[config.mk]
export PLATFORM = sky130hd
export DESIGN_NAME = hpfs_top
export DESIGN_NICKNAME = d
export VERILOG_FILES = /design/src/hdl/hpfs_pkg.sv /design/src/hdl/hpfs_stream_if.sv /design/src/hdl/hpfs_fifo.sv /design/src/hdl/hpfs_top.sv
export SDC_FILE = /design/constraint.sdc
export NUM_CORES = 1
export LEC_CHECK = 0
export ABC_AREA = 1
export BUFFER_PORTS_ARGS = -buffer_cell sky130_fd_sc_hd__buf_2
export CORE_UTILIZATION = 35
export CTS_CLUSTER_DIAMETER = 60
export DETAILED_ROUTE_END_ITERATION = 8
export PLACE_DENSITY = 0.56
export SLEW_MARGIN = 20
export SYNTH_ARGS = -nofsm -noshare
export SYNTH_HDL_FRONTEND = slang
export SYNTH_SLANG_ARGS = --single-unit
export TNS_END_PERCENT = 1
[constraint.sdc]
create_clock -name mclk_i -period 5.4 [get_ports mclk_i]
set_clock_uncertainty 0.2 [all_clocks]
set_input_delay 0.27 -clock mclk_i [delete_from_list [all_inputs] [get_ports mclk_i]]
set_output_delay 0.27 -clock mclk_i [all_outputs]
set_load 0.1 [all_outputs]
[src/hdl/hpfs_pkg.sv]
package hpfs_pkg;

  // Data path widths and buffer depth.
  localparam int DATA_W = 8;
  localparam int FIFO_DEPTH = 32;

  // Position of the last bit of a character.
  localparam logic [2:0] LAST_BIT = 3'h7;
  localparam logic [2:0] FIRST_BIT = 3'h0;

  // Edges in one SPI byte, less one.
  localparam logic [3:0] SPI_LAST_EDGE = 4'hF;

  // Synchroniser bit positions of the pin inputs.
  localparam int SYNC_N = 8;
  localparam int SYNC_RX = 7;
  localparam int SYNC_HOLD = 6;
  localparam int SYNC_CFG = 5;
  localparam int SYNC_SLEEP = 4;
  localparam int SYNC_SS = 3;
  localparam int SYNC_SCLK = 2;
  localparam int SYNC_MOSI = 1;
  localparam int SYNC_MISO = 0;

  // Synchroniser values after reset: idle levels of each pin.
  localparam logic [7:0] SYNC_RST = 8'hE8;

  // Reset values of counters, data and status outputs.
  localparam logic [15:0] BAUD_CNT_RST = 16'h0000;
  localparam logic [7:0] SPI_DIV_RST = 8'h00;
  localparam logic [7:0] BYTE_RST = 8'h00;
  localparam logic [7:0] SLAVE_FILL = 8'h00;
  localparam logic LINE_IDLE = 1'b1;
  localparam logic NOT_READY = 1'b1;
  localparam logic NOT_LOCKED = 1'b1;

  // Serial transmitter states.
  typedef enum logic [3:0] {
    TX_IDLE = 4'h1,
    TX_START = 4'h2,
    TX_DATA = 4'h4,
    TX_STOP = 4'h8
  } hpfs_utx_t;

  // Serial receiver states.
  typedef enum logic [3:0] {
    RX_IDLE = 4'h1,
    RX_START = 4'h2,
    RX_DATA = 4'h4,
    RX_STOP = 4'h8
  } hpfs_urx_t;

  // SPI master states.
  typedef enum logic [2:0] {
    SM_IDLE = 3'h1,
    SM_SHIFT = 3'h2,
    SM_DONE = 3'h4
  } hpfs_spim_t;

endpackage : hpfs_pkg

[src/hdl/hpfs_stream_if.sv]
`timescale 1ns/100ps
`default_nettype none
interface hpfs_stream_if #(parameter int W = 8);
  logic [W-1:0] data;
  logic valid;
  logic ready;
  modport src(output data, output valid, input ready);
  modport snk(input data, input valid, output ready);
endinterface : hpfs_stream_if
`default_nettype wire

[src/hdl/hpfs_fifo.sv]
`timescale 1ns/100ps
`default_nettype none
module hpfs_fifo #(
  parameter int WIDTH = 8,
  parameter int DEPTH = 32
) (
  // Clock and synchronous reset, active high.
  input wire logic mclk_i,
  input wire logic srst_i,
  // Filling and draining sides.
  hpfs_stream_if.snk in_if,
  hpfs_stream_if.src out_if
);
  localparam int AW = $clog2(DEPTH);
  localparam logic [AW:0] FULL_CNT = DEPTH[AW:0];

  logic [WIDTH-1:0] mem_r [DEPTH];
  logic [AW-1:0] wr_ptr_r;
  logic [AW-1:0] rd_ptr_r;
  logic [AW:0] count_r;
  logic wr_en;
  logic rd_en;

  // Full and empty come straight from the occupancy count.
  assign in_if.ready = (count_r != FULL_CNT);
  assign out_if.valid = (count_r != '0);
  assign out_if.data = mem_r[rd_ptr_r];
  assign wr_en = in_if.valid & in_if.ready;
  assign rd_en = out_if.valid & out_if.ready;

  // Storage is written only when there is room.
  always_ff @(posedge mclk_i) begin
    if (wr_en) begin
      mem_r[wr_ptr_r] <= in_if.data;
    end
  end

  // Pointers wrap naturally since the depth is a power of two.
  always_ff @(posedge mclk_i) begin
    if (srst_i) begin
      wr_ptr_r <= '0;
      rd_ptr_r <= '0;
      count_r <= '0;
    end else begin
      if (wr_en) begin
        wr_ptr_r <= wr_ptr_r + 1'b1;
      end
      if (rd_en) begin
        rd_ptr_r <= rd_ptr_r + 1'b1;
      end
      unique case ({wr_en, rd_en})
        2'b10: count_r <= count_r + 1'b1;
        2'b01: count_r <= count_r - 1'b1;
        default: count_r <= count_r;
      endcase
    end
  end
endmodule : hpfs_fifo
`default_nettype wire

[src/hdl/hpfs_top.sv]
`timescale 1ns/100ps
`default_nettype none
module hpfs_top (
  // Clock and reset.
  input wire logic mclk_i,
  input wire logic resetn_i,
  // Configuration.
  input wire logic spi_sel_i,
  input wire logic spi_master_i,
  input wire logic [15:0] baud_div_i,
  input wire logic [7:0] spi_div_i,
  input wire logic cfg_pin_used_i,
  input wire logic sw_transparent_i,
  input wire logic sleep_status_level_i,
  input wire logic sleep_txd_level_i,
  // Network state from the radio side.
  input wire logic is_base_i,
  input wire logic hop_locked_i,
  input wire logic remote_connected_i,
  // Host pins: serial, flow control, framing and sleep.
  input wire logic serial_rx_i,
  input wire logic host_hold_n_i,
  input wire logic cfg_pin_i,
  input wire logic sleep_req_i,
  output logic serial_tx_o,
  output logic accept_ready_n_o,
  // SPI pins, each as input, output and output enable.
  input wire logic ss_n_i,
  output logic ss_n_o,
  output logic ss_n_oe_n_o,
  input wire logic sclk_i,
  output logic sclk_o,
  output logic sclk_oe_n_o,
  input wire logic mosi_i,
  output logic mosi_o,
  output logic mosi_oe_n_o,
  input wire logic miso_i,
  output logic miso_o,
  output logic miso_oe_n_o,
  // Radio side byte streams.
  output logic [7:0] radio_rx_data_o,
  output logic radio_rx_valid_o,
  input wire logic radio_rx_ready_i,
  input wire logic [7:0] radio_tx_data_i,
  input wire logic radio_tx_valid_i,
  output logic radio_tx_ready_o,
  // Status outputs.
  output logic protocol_mode_o,
  output logic activity_indicator_o,
  output logic link_locked_indicator_o
);
  logic [7:0] pins;
  logic [7:0] sync1_r;
  logic [7:0] sync2_r;
  logic rx_s, hold_s, cfg_s, sleep_s, ss_s, sclk_s, mosi_s, miso_s;
  logic sleep_q_r, wake_rst_r, rst_int;
  logic take, port_idle;
  hpfs_pkg::hpfs_utx_t utx_state_r;
  hpfs_pkg::hpfs_urx_t urx_state_r;
  hpfs_pkg::hpfs_spim_t spim_state_r;
  logic [15:0] utx_cnt_r, urx_cnt_r;
  logic [2:0] utx_bit_r, urx_bit_r, spis_cnt_r;
  logic [7:0] utx_shift_r, urx_shift_r, spim_tx_r, spim_rx_r, spis_tx_r, spis_rx_r, spis_buf_r;
  logic utx_end, urx_end, urx_done, utx_line;
  logic [7:0] spim_div_r;
  logic [3:0] spim_edge_r;
  logic spim_sclk_r, spim_done;
  logic spis_full_r, spis_sclk_q_r, spis_ss_q_r, spis_rise, spis_fall, spis_done;
  logic push_r;
  logic [7:0] push_data_r;

  hpfs_stream_if #(.W(hpfs_pkg::DATA_W)) fifo_in_if();
  hpfs_stream_if #(.W(hpfs_pkg::DATA_W)) fifo_out_if();

  // Every pin input passes two flip-flops before use.
  assign pins = {serial_rx_i, host_hold_n_i, cfg_pin_i, sleep_req_i, ss_n_i, sclk_i, mosi_i, miso_i};
  for (genvar i = 0; i < hpfs_pkg::SYNC_N; i++) begin : g_sync
    always_ff @(posedge mclk_i) begin
      if (!resetn_i) begin
        sync1_r[i] <= hpfs_pkg::SYNC_RST[i];
        sync2_r[i] <= hpfs_pkg::SYNC_RST[i];
      end else begin
        sync1_r[i] <= pins[i];
        sync2_r[i] <= sync1_r[i];
      end
    end
  end
  assign rx_s = sync2_r[hpfs_pkg::SYNC_RX];
  assign hold_s = sync2_r[hpfs_pkg::SYNC_HOLD];
  assign cfg_s = sync2_r[hpfs_pkg::SYNC_CFG];
  assign sleep_s = sync2_r[hpfs_pkg::SYNC_SLEEP];
  assign ss_s = sync2_r[hpfs_pkg::SYNC_SS];
  assign sclk_s = sync2_r[hpfs_pkg::SYNC_SCLK];
  assign mosi_s = sync2_r[hpfs_pkg::SYNC_MOSI];
  assign miso_s = sync2_r[hpfs_pkg::SYNC_MISO];

  // Leaving sleep raises a one-cycle internal reset of all port logic.
  always_ff @(posedge mclk_i) begin
    if (!resetn_i) begin
      sleep_q_r <= 1'b0;
      wake_rst_r <= 1'b0;
    end else begin
      sleep_q_r <= sleep_s;
      wake_rst_r <= sleep_q_r & ~sleep_s;
    end
  end
  assign rst_int = ~resetn_i | wake_rst_r;

  // A radio byte is taken only when the selected port can start it.
  assign take = radio_tx_valid_i & radio_tx_ready_o;
  assign port_idle = spi_sel_i ? (spi_master_i ? (spim_state_r == hpfs_pkg::SM_IDLE) : ~spis_full_r)
                               : ((utx_state_r == hpfs_pkg::TX_IDLE) & ~hold_s);
  always_ff @(posedge mclk_i) begin
    if (rst_int) begin
      radio_tx_ready_o <= 1'b0;
    end else begin
      radio_tx_ready_o <= port_idle & ~take & ~sleep_s;
    end
  end

  // Serial transmitter; hold is looked at only before a start bit.
  assign utx_end = (utx_cnt_r == baud_div_i - 16'h0001);
  always_ff @(posedge mclk_i) begin
    if (rst_int) begin
      utx_state_r <= hpfs_pkg::TX_IDLE;
      utx_cnt_r <= hpfs_pkg::BAUD_CNT_RST;
      utx_bit_r <= hpfs_pkg::FIRST_BIT;
      utx_shift_r <= hpfs_pkg::BYTE_RST;
    end else begin
      utx_cnt_r <= (utx_state_r == hpfs_pkg::TX_IDLE || utx_end) ? hpfs_pkg::BAUD_CNT_RST
                                                                  : utx_cnt_r + 16'h0001;
      unique case (utx_state_r)
        hpfs_pkg::TX_IDLE: begin
          if (take && !spi_sel_i) begin
            utx_shift_r <= radio_tx_data_i;
            utx_state_r <= hpfs_pkg::TX_START;
          end
        end
        hpfs_pkg::TX_START: begin
          if (utx_end) begin
            utx_bit_r <= hpfs_pkg::FIRST_BIT;
            utx_state_r <= hpfs_pkg::TX_DATA;
          end
        end
        hpfs_pkg::TX_DATA: begin
          if (utx_end) begin
            utx_shift_r <= {1'b0, utx_shift_r[7:1]};
            utx_bit_r <= utx_bit_r + 3'h1;
            if (utx_bit_r == hpfs_pkg::LAST_BIT) begin
              utx_state_r <= hpfs_pkg::TX_STOP;
            end
          end
        end
        hpfs_pkg::TX_STOP: begin
          if (utx_end) begin
            utx_state_r <= hpfs_pkg::TX_IDLE;
          end
        end
      endcase
    end
  end
  assign utx_line = (utx_state_r == hpfs_pkg::TX_START) ? 1'b0 :
                    (utx_state_r == hpfs_pkg::TX_DATA) ? utx_shift_r[0] : hpfs_pkg::LINE_IDLE;

  // Serial receiver samples each bit in its middle.
  assign urx_end = (urx_cnt_r == baud_div_i - 16'h0001);
  assign urx_done = (urx_state_r == hpfs_pkg::RX_STOP) & urx_end & rx_s;
  always_ff @(posedge mclk_i) begin
    if (rst_int) begin
      urx_state_r <= hpfs_pkg::RX_IDLE;
      urx_cnt_r <= hpfs_pkg::BAUD_CNT_RST;
      urx_bit_r <= hpfs_pkg::FIRST_BIT;
      urx_shift_r <= hpfs_pkg::BYTE_RST;
    end else begin
      urx_cnt_r <= urx_cnt_r + 16'h0001;
      unique case (urx_state_r)
        hpfs_pkg::RX_IDLE: begin
          urx_cnt_r <= hpfs_pkg::BAUD_CNT_RST;
          if (!rx_s && !spi_sel_i && !sleep_s) begin
            urx_state_r <= hpfs_pkg::RX_START;
          end
        end
        hpfs_pkg::RX_START: begin
          if (urx_cnt_r == {1'b0, baud_div_i[15:1]}) begin
            urx_cnt_r <= hpfs_pkg::BAUD_CNT_RST;
            urx_bit_r <= hpfs_pkg::FIRST_BIT;
            urx_state_r <= rx_s ? hpfs_pkg::RX_IDLE : hpfs_pkg::RX_DATA;
          end
        end
        hpfs_pkg::RX_DATA: begin
          if (urx_end) begin
            urx_cnt_r <= hpfs_pkg::BAUD_CNT_RST;
            urx_shift_r <= {rx_s, urx_shift_r[7:1]};
            urx_bit_r <= urx_bit_r + 3'h1;
            if (urx_bit_r == hpfs_pkg::LAST_BIT) begin
              urx_state_r <= hpfs_pkg::RX_STOP;
            end
          end
        end
        hpfs_pkg::RX_STOP: begin
          if (urx_end) begin
            urx_state_r <= hpfs_pkg::RX_IDLE;
          end
        end
      endcase
    end
  end

  // SPI master, mode 0: sample on the rising edge, shift on the falling edge.
  assign spim_done = (spim_state_r == hpfs_pkg::SM_DONE);
  always_ff @(posedge mclk_i) begin
    if (rst_int) begin
      spim_state_r <= hpfs_pkg::SM_IDLE;
      spim_div_r <= hpfs_pkg::SPI_DIV_RST;
      spim_edge_r <= '0;
      spim_sclk_r <= 1'b0;
      spim_tx_r <= hpfs_pkg::BYTE_RST;
      spim_rx_r <= hpfs_pkg::BYTE_RST;
    end else begin
      unique case (spim_state_r)
        hpfs_pkg::SM_IDLE: begin
          spim_sclk_r <= 1'b0;
          spim_div_r <= hpfs_pkg::SPI_DIV_RST;
          spim_edge_r <= '0;
          if (take && spi_sel_i && spi_master_i) begin
            spim_tx_r <= radio_tx_data_i;
            spim_state_r <= hpfs_pkg::SM_SHIFT;
          end
        end
        hpfs_pkg::SM_SHIFT: begin
          spim_div_r <= spim_div_r + 8'h01;
          if (spim_div_r == spi_div_i) begin
            spim_div_r <= hpfs_pkg::SPI_DIV_RST;
            spim_sclk_r <= ~spim_sclk_r;
            spim_edge_r <= spim_edge_r + 4'h1;
            if (!spim_sclk_r) begin
              spim_rx_r <= {spim_rx_r[6:0], miso_s};
            end else begin
              spim_tx_r <= {spim_tx_r[6:0], 1'b0};
            end
            if (spim_edge_r == hpfs_pkg::SPI_LAST_EDGE) begin
              spim_state_r <= hpfs_pkg::SM_DONE;
            end
          end
        end
        hpfs_pkg::SM_DONE: begin
          spim_state_r <= hpfs_pkg::SM_IDLE;
        end
      endcase
    end
  end

  // SPI slave: selected while the select input is low.
  assign spis_rise = sclk_s & ~spis_sclk_q_r;
  assign spis_fall = ~sclk_s & spis_sclk_q_r;
  assign spis_done = spis_rise & ~ss_s & (spis_cnt_r == hpfs_pkg::LAST_BIT) & spi_sel_i & ~spi_master_i;
  always_ff @(posedge mclk_i) begin
    if (rst_int) begin
      spis_sclk_q_r <= 1'b0;
      spis_ss_q_r <= 1'b1;
      spis_cnt_r <= hpfs_pkg::FIRST_BIT;
      spis_rx_r <= hpfs_pkg::BYTE_RST;
      spis_tx_r <= hpfs_pkg::SLAVE_FILL;
      spis_buf_r <= hpfs_pkg::BYTE_RST;
      spis_full_r <= 1'b0;
    end else begin
      spis_sclk_q_r <= sclk_s;
      spis_ss_q_r <= ss_s;
      if ((spis_ss_q_r && !ss_s) || (!ss_s && spis_fall && spis_cnt_r == hpfs_pkg::FIRST_BIT)) begin
        spis_tx_r <= spis_full_r ? spis_buf_r : hpfs_pkg::SLAVE_FILL;
        spis_full_r <= 1'b0;
      end else if (!ss_s && spis_fall) begin
        spis_tx_r <= {spis_tx_r[6:0], 1'b0};
      end
      if (spis_ss_q_r && !ss_s) begin
        spis_cnt_r <= hpfs_pkg::FIRST_BIT;
      end else if (!ss_s && spis_rise) begin
        spis_rx_r <= {spis_rx_r[6:0], mosi_s};
        spis_cnt_r <= spis_cnt_r + 3'h1;
      end
      // A new byte from the radio side wins over the reload that frees the buffer.
      if (take && spi_sel_i && !spi_master_i) begin
        spis_buf_r <= radio_tx_data_i;
        spis_full_r <= 1'b1;
      end
    end
  end

  // Received bytes go to the buffer; a byte sent while full is dropped.
  always_ff @(posedge mclk_i) begin
    if (rst_int) begin
      push_r <= 1'b0;
      push_data_r <= hpfs_pkg::BYTE_RST;
    end else begin
      push_r <= urx_done | spim_done | spis_done;
      push_data_r <= urx_done ? urx_shift_r : spim_done ? spim_rx_r : {spis_rx_r[6:0], mosi_s};
    end
  end
  assign fifo_in_if.valid = push_r;
  assign fifo_in_if.data = push_data_r;

  hpfs_fifo #(.WIDTH(hpfs_pkg::DATA_W), .DEPTH(hpfs_pkg::FIFO_DEPTH)) u_fifo (
    .mclk_i(mclk_i),
    .srst_i(rst_int),
    .in_if(fifo_in_if),
    .out_if(fifo_out_if)
  );

  // Output stage keeps the radio side stream registered.
  assign fifo_out_if.ready = ~radio_rx_valid_o | radio_rx_ready_i;
  always_ff @(posedge mclk_i) begin
    if (rst_int) begin
      radio_rx_valid_o <= 1'b0;
      radio_rx_data_o <= hpfs_pkg::BYTE_RST;
    end else if (fifo_out_if.ready) begin
      radio_rx_valid_o <= fifo_out_if.valid;
      radio_rx_data_o <= fifo_out_if.data;
    end
  end

  // SPI pins: master drives select, clock and data out; slave drives MISO when selected.
  always_ff @(posedge mclk_i) begin
    if (rst_int) begin
      ss_n_o <= 1'b1;
      sclk_o <= 1'b0;
      mosi_o <= 1'b0;
      miso_o <= 1'b0;
      ss_n_oe_n_o <= 1'b1;
      sclk_oe_n_o <= 1'b1;
      mosi_oe_n_o <= 1'b1;
      miso_oe_n_o <= 1'b1;
    end else begin
      ss_n_o <= (spim_state_r != hpfs_pkg::SM_SHIFT);
      sclk_o <= spim_sclk_r;
      mosi_o <= spim_tx_r[7];
      miso_o <= spis_tx_r[7];
      ss_n_oe_n_o <= ~(spi_sel_i & spi_master_i);
      sclk_oe_n_o <= ~(spi_sel_i & spi_master_i);
      mosi_oe_n_o <= ~(spi_sel_i & spi_master_i);
      miso_oe_n_o <= ~(spi_sel_i & ~spi_master_i & ~ss_s);
    end
  end

  // Host facing status and serial line; serial line, accept-ready and lock indicator take sleep levels from configuration.
  always_ff @(posedge mclk_i) begin
    if (rst_int) begin
      serial_tx_o <= hpfs_pkg::LINE_IDLE;
      accept_ready_n_o <= hpfs_pkg::NOT_READY;
      link_locked_indicator_o <= hpfs_pkg::NOT_LOCKED;
      activity_indicator_o <= 1'b0;
      protocol_mode_o <= 1'b0;
    end else begin
      serial_tx_o <= sleep_s ? sleep_txd_level_i : utx_line;
      accept_ready_n_o <= sleep_s ? sleep_status_level_i : ~fifo_in_if.ready;
      link_locked_indicator_o <= sleep_s ? sleep_status_level_i :
                                 ~(is_base_i ? remote_connected_i : hop_locked_i);
      activity_indicator_o <= (utx_state_r != hpfs_pkg::TX_IDLE) | (urx_state_r != hpfs_pkg::RX_IDLE) |
                              (spim_state_r != hpfs_pkg::SM_IDLE) |
                              (spi_sel_i & ~spi_master_i & ~ss_s);
      protocol_mode_o <= cfg_pin_used_i ? ~cfg_s : ~sw_transparent_i;
    end
  end
endmodule : hpfs_top
`default_nettype wire

Word level (Yosys, flattened, before mapping)
Memory sizes are Yosys's and may differ from the RTL's. A register that Yosys moved wholly into a read port is not among the register bits.
Cells that the tools add are included.
{ "classes": {"addsub": 12, "eq_ne": 40, "n_mux": 58, "bitwise": 43, "n_reduce_logical": 39} }
{ "op_table": {"columns": ["cell", "count"], "rows": [
  ["2-to-1 mux 8 bit", 11],
  ["case mux 16 bit (3 select lines)", 1],
  ["case mux 8 bit (2 select lines)", 3],
  ["2-to-1 mux 4 bit", 11],
  ["adder 16 x 1 -> 16 bit, second input constant", 2],
  ["equality test 16 bit", 2],
  ["2-to-1 mux 16 bit", 2],
  ["case mux 4 bit (4 select lines)", 2],
  ["2-to-1 mux 3 bit", 8],
  ["!= test 2 bit, second input constant", 12],
  ["bitwise AND 1 bit", 18],
  ["inverter 1 bit", 18],
  ["equality test 16 x 15 -> 1 bit", 1],
  ["subtractor 16 x 1 -> 16 bit, second input constant", 1],
  ["AND reduction 3 bit", 5],
  ["2-to-1 mux 1 bit", 14],
  ["nonzero test 2 bit", 7],
  ["equality test 3 bit, second input constant", 4],
  ["equality test 4 bit, second input constant", 3],
  ["case mux 3 bit (2 select lines)", 2],
  ["case mux 6 bit (2 select lines)", 1],
  ["adder 5 x 1 -> 5 bit, second input constant", 2],
  ["logical AND 1 bit", 10],
  ["AND reduction 5 bit", 2],
  ["other kinds (29)", 50]
]} }
{ "totals": {"regBits": 179, "ram_bits": 256, "inputBits": 53, "output_inout_bits": 23, "elab_cells": 250, "memories": 1} }
{ "memory_table": {"columns": ["memory", "depth", "width", "rd", "rd_ports_with_merged_regs", "wr", "line", "text"], "rows": [
  ["u_fifo.mem_r", 32, 8, 1, 1, 1, "hpfs_fifo.sv:17", "logic [WIDTH-1:0] mem_r [DEPTH];"]
]} }

Logic depth before layout (Yosys ltp)
{ "depth": {"ltp_word": 7, "ltp_mapped": 18, "mapped_depth_nobuf": 17} }

Cells and area by module
A second synthesis with hierarchy kept.
{ "hier_totals": {"hier_cells": 2298, "hier_area_um2": 20352.0} }
{ "modules_own_cells": {"columns": ["mod", "n_inst", "cells_each", "area_each_um2", "seq_area_each_um2"], "rows": [
  ["hpfs_fifo", 1, 1042, 11564.8, 8107.8],
  ["hpfs_top", 1, 1256, 8787.2, 3423.3]
]} }

Worst setup path after synthesis
Ideal clock, no wire load.
{ "synth_timing": {"kind": "reg2reg", "startpoint": "register radio_rx_valid_o", "endpoint": "register u_fifo.count_r[5]", "setup_ps": 119, "arrival_ps": 2968, "t_required_ps": 5081, "slack_ps": 2113, "path_stages_with_launch": 14, "path_buffers": 0, "period_less_slack_ps": 3287, "path_cell_list": "dfxtp_1 nand2_1 nand2_1 inv_1 ha_1 ha_1 a21oi_1 and2_1 o21bai_1 a21oi_1 o21ai_0 a21o_1 o21ai_0 a21oi_1"} }
{ "synth_via": {"elab_chain_cells": 5, "word_cells_on_any_way": 7, "cone_classes": "eq/ne (2); mux (1); bitwise (3); reduce/logical (1)"} }
{ "synth_rtl": {"columns": ["element", "line", "text"], "rows": [
  ["start, declared", "hpfs_top.sv:42", "output logic radio_rx_valid_o,"],
  ["start signal, assigned", "hpfs_top.sv:316", "radio_rx_valid_o <= fifo_out_if.valid;"],
  ["inverter 1 bit *", "hpfs_top.sv:310", "assign fifo_out_if.ready = ~radio_rx_valid_o | radio_rx_ready_i;"],
  ["bitwise OR 1 bit *", "hpfs_top.sv:310", null],
  ["bitwise AND 1 bit *", "hpfs_fifo.sv:29", "assign rd_en = out_if.valid & out_if.ready;"],
  ["via u_fifo.rd_en", "hpfs_fifo.sv:22", "logic rd_en;"],
  ["equality test 2 x 1 -> 1 bit or equality test 2 bit (tied branches)", "hpfs_fifo.sv:51", "unique case ({wr_en, rd_en})"],
  ["case mux 6 bit (2 select lines) or nonzero test 2 bit (tied branches)", null, null],
  ["end signal, assigned", "hpfs_fifo.sv:52", "2'b10: count_r <= count_r + 1'b1;"],
  ["end signal, assigned", "hpfs_fifo.sv:53", "2'b01: count_r <= count_r - 1'b1;"],
  ["end signal, assigned", "hpfs_fifo.sv:54", "default: count_r <= count_r;"],
  ["end, declared", "hpfs_fifo.sv:20", "logic [AW:0] count_r;"]
]} }
Mark *: on every way through the listed nets, which the timed path passes. The rest lies on a longest branch.
A chain may end at the register's enable or synchronous reset.

Final worst setup path
{ "layout_timing": {"startpoint": "register u_fifo.count_r[1]", "endpoint": "register u_fifo.count_r[5]"} }
{ "layout_via": {"elab_chain_cells": 4, "word_cells_on_any_way": 10, "cone_classes": "add/sub (2); eq/ne (3); mux (1); bitwise (2); reduce/logical (2)"} }
{ "layout_rtl": {"columns": ["element"], "rows": [
  ["parallel branches: the longest is 4 deep, another holds subtractor 6 x 1 -> 6 bit"]
]} }
Parallel ways; which one is timed is not known.

==> impl_metrics.ini <==
[timing]
tightestPinTransition_ps = 1020
period_needed_ps = 3390
whs_ps = 208
tns_ps = 0
slew_violations = 0
fmaxAchievable_mhz = 295
finalSetupViolCount = 0
rsz0062_at_grt = false
finalHoldViolCount = 0
max_slew_margin_pct = 32.0
fin_ws_ps = 2010
period_share_pct = 62.7

[logic_synthesis]
yosysWarnings = 0
seq_area_frac_synth_pct = 58.6
synth.largest_area_cell = edfxtp_1
avgSynthCellArea_um2 = 9.33
synth_area_leaders = edfxtp_1 (39%), dfxtp_1 (19%), nor2_1 (6.3%), nand2_1 (6.2%), o21ai_0 (5.7%)
synthCells = 2089
synth_edf_count = 256
synth_cell_types = 55
ys_seq_elements = 443
synth.net_count = 2165
syn-cell-area_um2 = 19500
async_flop_share_pct = 0
synth_top_cell_area_share_pct = 39.4
synth_top_flop_cell = edfxtp_1

[routing]
avgViaCountPerCell = 5.01
drc = 0
routedWlPerCell_um = 16.6
dr.pass1.iters = 5
drt_iter0_markers = 971
vias = 14900
routed_wl_um = 49500
ant_nets = 0

[clock_tree]
htree_levels = 2
cts_buffers = 47
cts_resized = 0
cts-root-buf = clkbuf_16
clock-sinks = 443
clk-insertion-delay-late_ps = 580
clockBufferDepth = 3
clk_pin_slew_ps = 60
tritoncts = built

[grt]
grt_max_degree = 69
grt_pass1_vias = 14700
grt_overflow_total = 0
grt_usage_pct = 17.5
antenna_found_initial = 0
grt_pass1_wl_um = 79300

[power_and_ir_drop]
ir_worst_vdd_uv = 277
leakage_nw = 8.33
pwr_density_cell_nw_per_um2 = 411

[worst_setup_path]
cp_slowest_cell = nor4_1
crit_path_cell_trace = nor4_1, nand3_1, nand2_1, ha_1, ha_1, a21oi_1, and2_1, o21bai_1, a21oi_1, o21ai_0, a21o_1, o21ai_0, a21oi_1
worst_r2r_path_depth = 13
start_kind = register
cp_max_fo = 9
crit_buf_inv = 0
crit_arrival_ps = 3650
cpPeakStageDelay_ps = 380
worst_path_most_repeated_cell = a21oi_1
worstPathRequired_ps = 5660
r2r_start = u_fifo.count_r[1]
cp_num_cells = 13
cp-end-kind = register
r2r-end = u_fifo.count_r[5]
crit_family = simple AND/OR/NAND/NOR gates
rrSetupSlack_ps = 2010
crit_type = reg2reg

[status]
status = complete, no violations

[placed_design]
detailedPlace.worstSlack_ps = 2090
dp_hpwl_um = 31600
gp_congestion = 0.892
io_buffers = 75

[final_layout]
n_antenna_cell = 0
drive_gt1_share_pct = 12.2
syn2layout_area_growth_pct = 15.7
nFillCells = 5439
nNetsFinal = 2263
finish.utilization_pct = 41.0

[hold_path]
min_to = wake_rst_r
hold_depth = 2
hold_start = sleep_q_r
min_path_type = reg2reg

[die]
row_count = 86
io_pins = 76
start_util_pct = 35.4
core_um2 = 55100
die_w_um = 238
dieArea_um2 = 56600
die-height_um = 238

[run]
drv_cap = 0
-- synthesized netlist by cell type (all sizes together) (12+ instances only) --
master and count:
a211oi 26, a21oi 88, buf 13, clkbuf 65
dfxtp 187, edfxtp 256, ha 22, inv 170
nand2 346, nand3 124, nand4 27, nor2 349
nor3 32, o21ai 225, o221ai 24, o22ai 40
or2 12, xnor2 18, xor2 18
-- power breakdown --
part / switching, mW / internal [mW] / leakage (nW)
clock network: 1.36 / 1.95 / 0.787
logic: 1.51 / 0.607 / 3.65
registers: 0.153 / 3.69 / 3.89
total: 3.03 / 6.25 / 8.33
-- area by class of cell --
cell class                 instances  area (µm²)  area share (%)
sequential                       443       11400            50.7
tap                              748         936            4.15
timing repair buffer             127         850            3.77
clock buffer                      67        1390            6.18
inverter                         176         663            2.94
clock inverter                    21         208           0.921
multi-input combinational       1392        7070            31.4
-- flip-flops by register name, indices dropped and copies added, names as in the netlist, 8 cells and up --
register and cells:
utx_shift_r 8, utx_cnt_r 16, fifo_in_if.data 8, spim_tx_r 8, urx_cnt_r 16, radio_rx_data_o 8, u_fifo.mem_r 256, sync1_r 8
urx_shift_r 8, spis_buf_r 8, spim_rx_r 8, spis_tx_r 8, spim_div_r 8
-- worst reg2reg max path: cells and delay by family, from the launching register on --
kind | cells | cell delay, ps
AO/OA/AOI/OAI | 7 | 930
AND/OR/NAND/NOR | 4 | 1160
adder cells (fa/ha/maj) | 2 | 650
flip-flops | 1 | 340
-- how the worst max path moves through the flow --
| stage | start | endpoint | slack [ps] |
|---|---|---|---|
| global route | u_fifo.rd_ptr_r[0] | radio_rx_data_o[7] | 1800 |
| floorplan | radio_rx_valid_o | u_fifo.count_r[5] | 2110 |
| CTS | u_fifo.rd_ptr_r[0] | radio_rx_data_o[7] | 2080 |
| finish | u_fifo.count_r[1] | u_fifo.count_r[5] | 2010 |
| detailed placement | u_fifo.rd_ptr_r[0] | radio_rx_data_o[7] | 2090 |
| global placement | u_fifo.rd_ptr_r[0] | radio_rx_data_o[7] | 2140 |
-- placed cells by master, fill, tap and decap left out, types with 4 or more instances in the layout --
master	synthesis	routed
a211oi_1	26	26
a21oi_1	78	78
a21oi_2	10	10
buf_2	4	75
buf_4	4	19
clkbuf_1	65	8
clkbuf_16	0	49
clkbuf_8	0	10
clkinv_1	5	7
clkinv_2	1	9
clkinvlp_2	0	4
dfxtp_1	187	184
dlygate4sd3_1	0	32
edfxtp_1	256	256
ha_1	22	22
inv_1	163	162
inv_2	7	7
nand2_1	321	321
nand2_2	23	23
nand3_1	117	117
nand3_2	5	5
nand3b_1	6	6
nand4_1	25	25
nor2_1	325	323
nor2_2	19	20
nor2_4	4	5
nor3_1	30	29
nor3b_1	4	4
nor4_1	4	4
o211ai_1	10	10
o21ai_0	223	223
o221ai_1	24	24
o22ai_1	40	40
or2_2	12	12
xnor2_1	18	18
xor2_1	18	18
-- cells by family (layout without fill, tap and decap cells) --
logic type | count (synthesis) | in the layout | synth area share [%]
flip-flops | 443 | 443 | 58.6
adder cells (fa/ha/maj) | 23 | 23 | 1.51
multiplexers | 1 | 1 | 0.0514
AO/OA/AOI/OAI | 424 | 424 | 12.4
XOR/XNOR | 36 | 36 | 1.62
AND/OR/NAND/NOR | 908 | 908 | 20.6
buffers and inverters | 254 | 391 | 5.14
-- routing by layer --
layer,GRT usage [%],wire length [µm]
met2,29.5,23200
met4,5.52,1210
met5,0,0
met3,2.55,2500
met1,23.2,22600
-- what timing repair did --
item                                   4_1_cts  5_1_grt
endpoints found under the hold margin       51        0
hold buffers                                32        0
setup buffers                                0        0
-- metrics by stage --
stage / instances / area, µm² / power [mW]
after detailed placement: 2854 / 20600 / 6.02
after global routing: 2974 / 22600 / 9.74
after CTS: 2974 / 22600 / 9.36
after floorplan: 2089 / 19500 / 5.45
after global placement: 2853 / 20600 / 5.98
final: 2974 / 22600 / 9.28
Power figures use the tool's default switching activity.
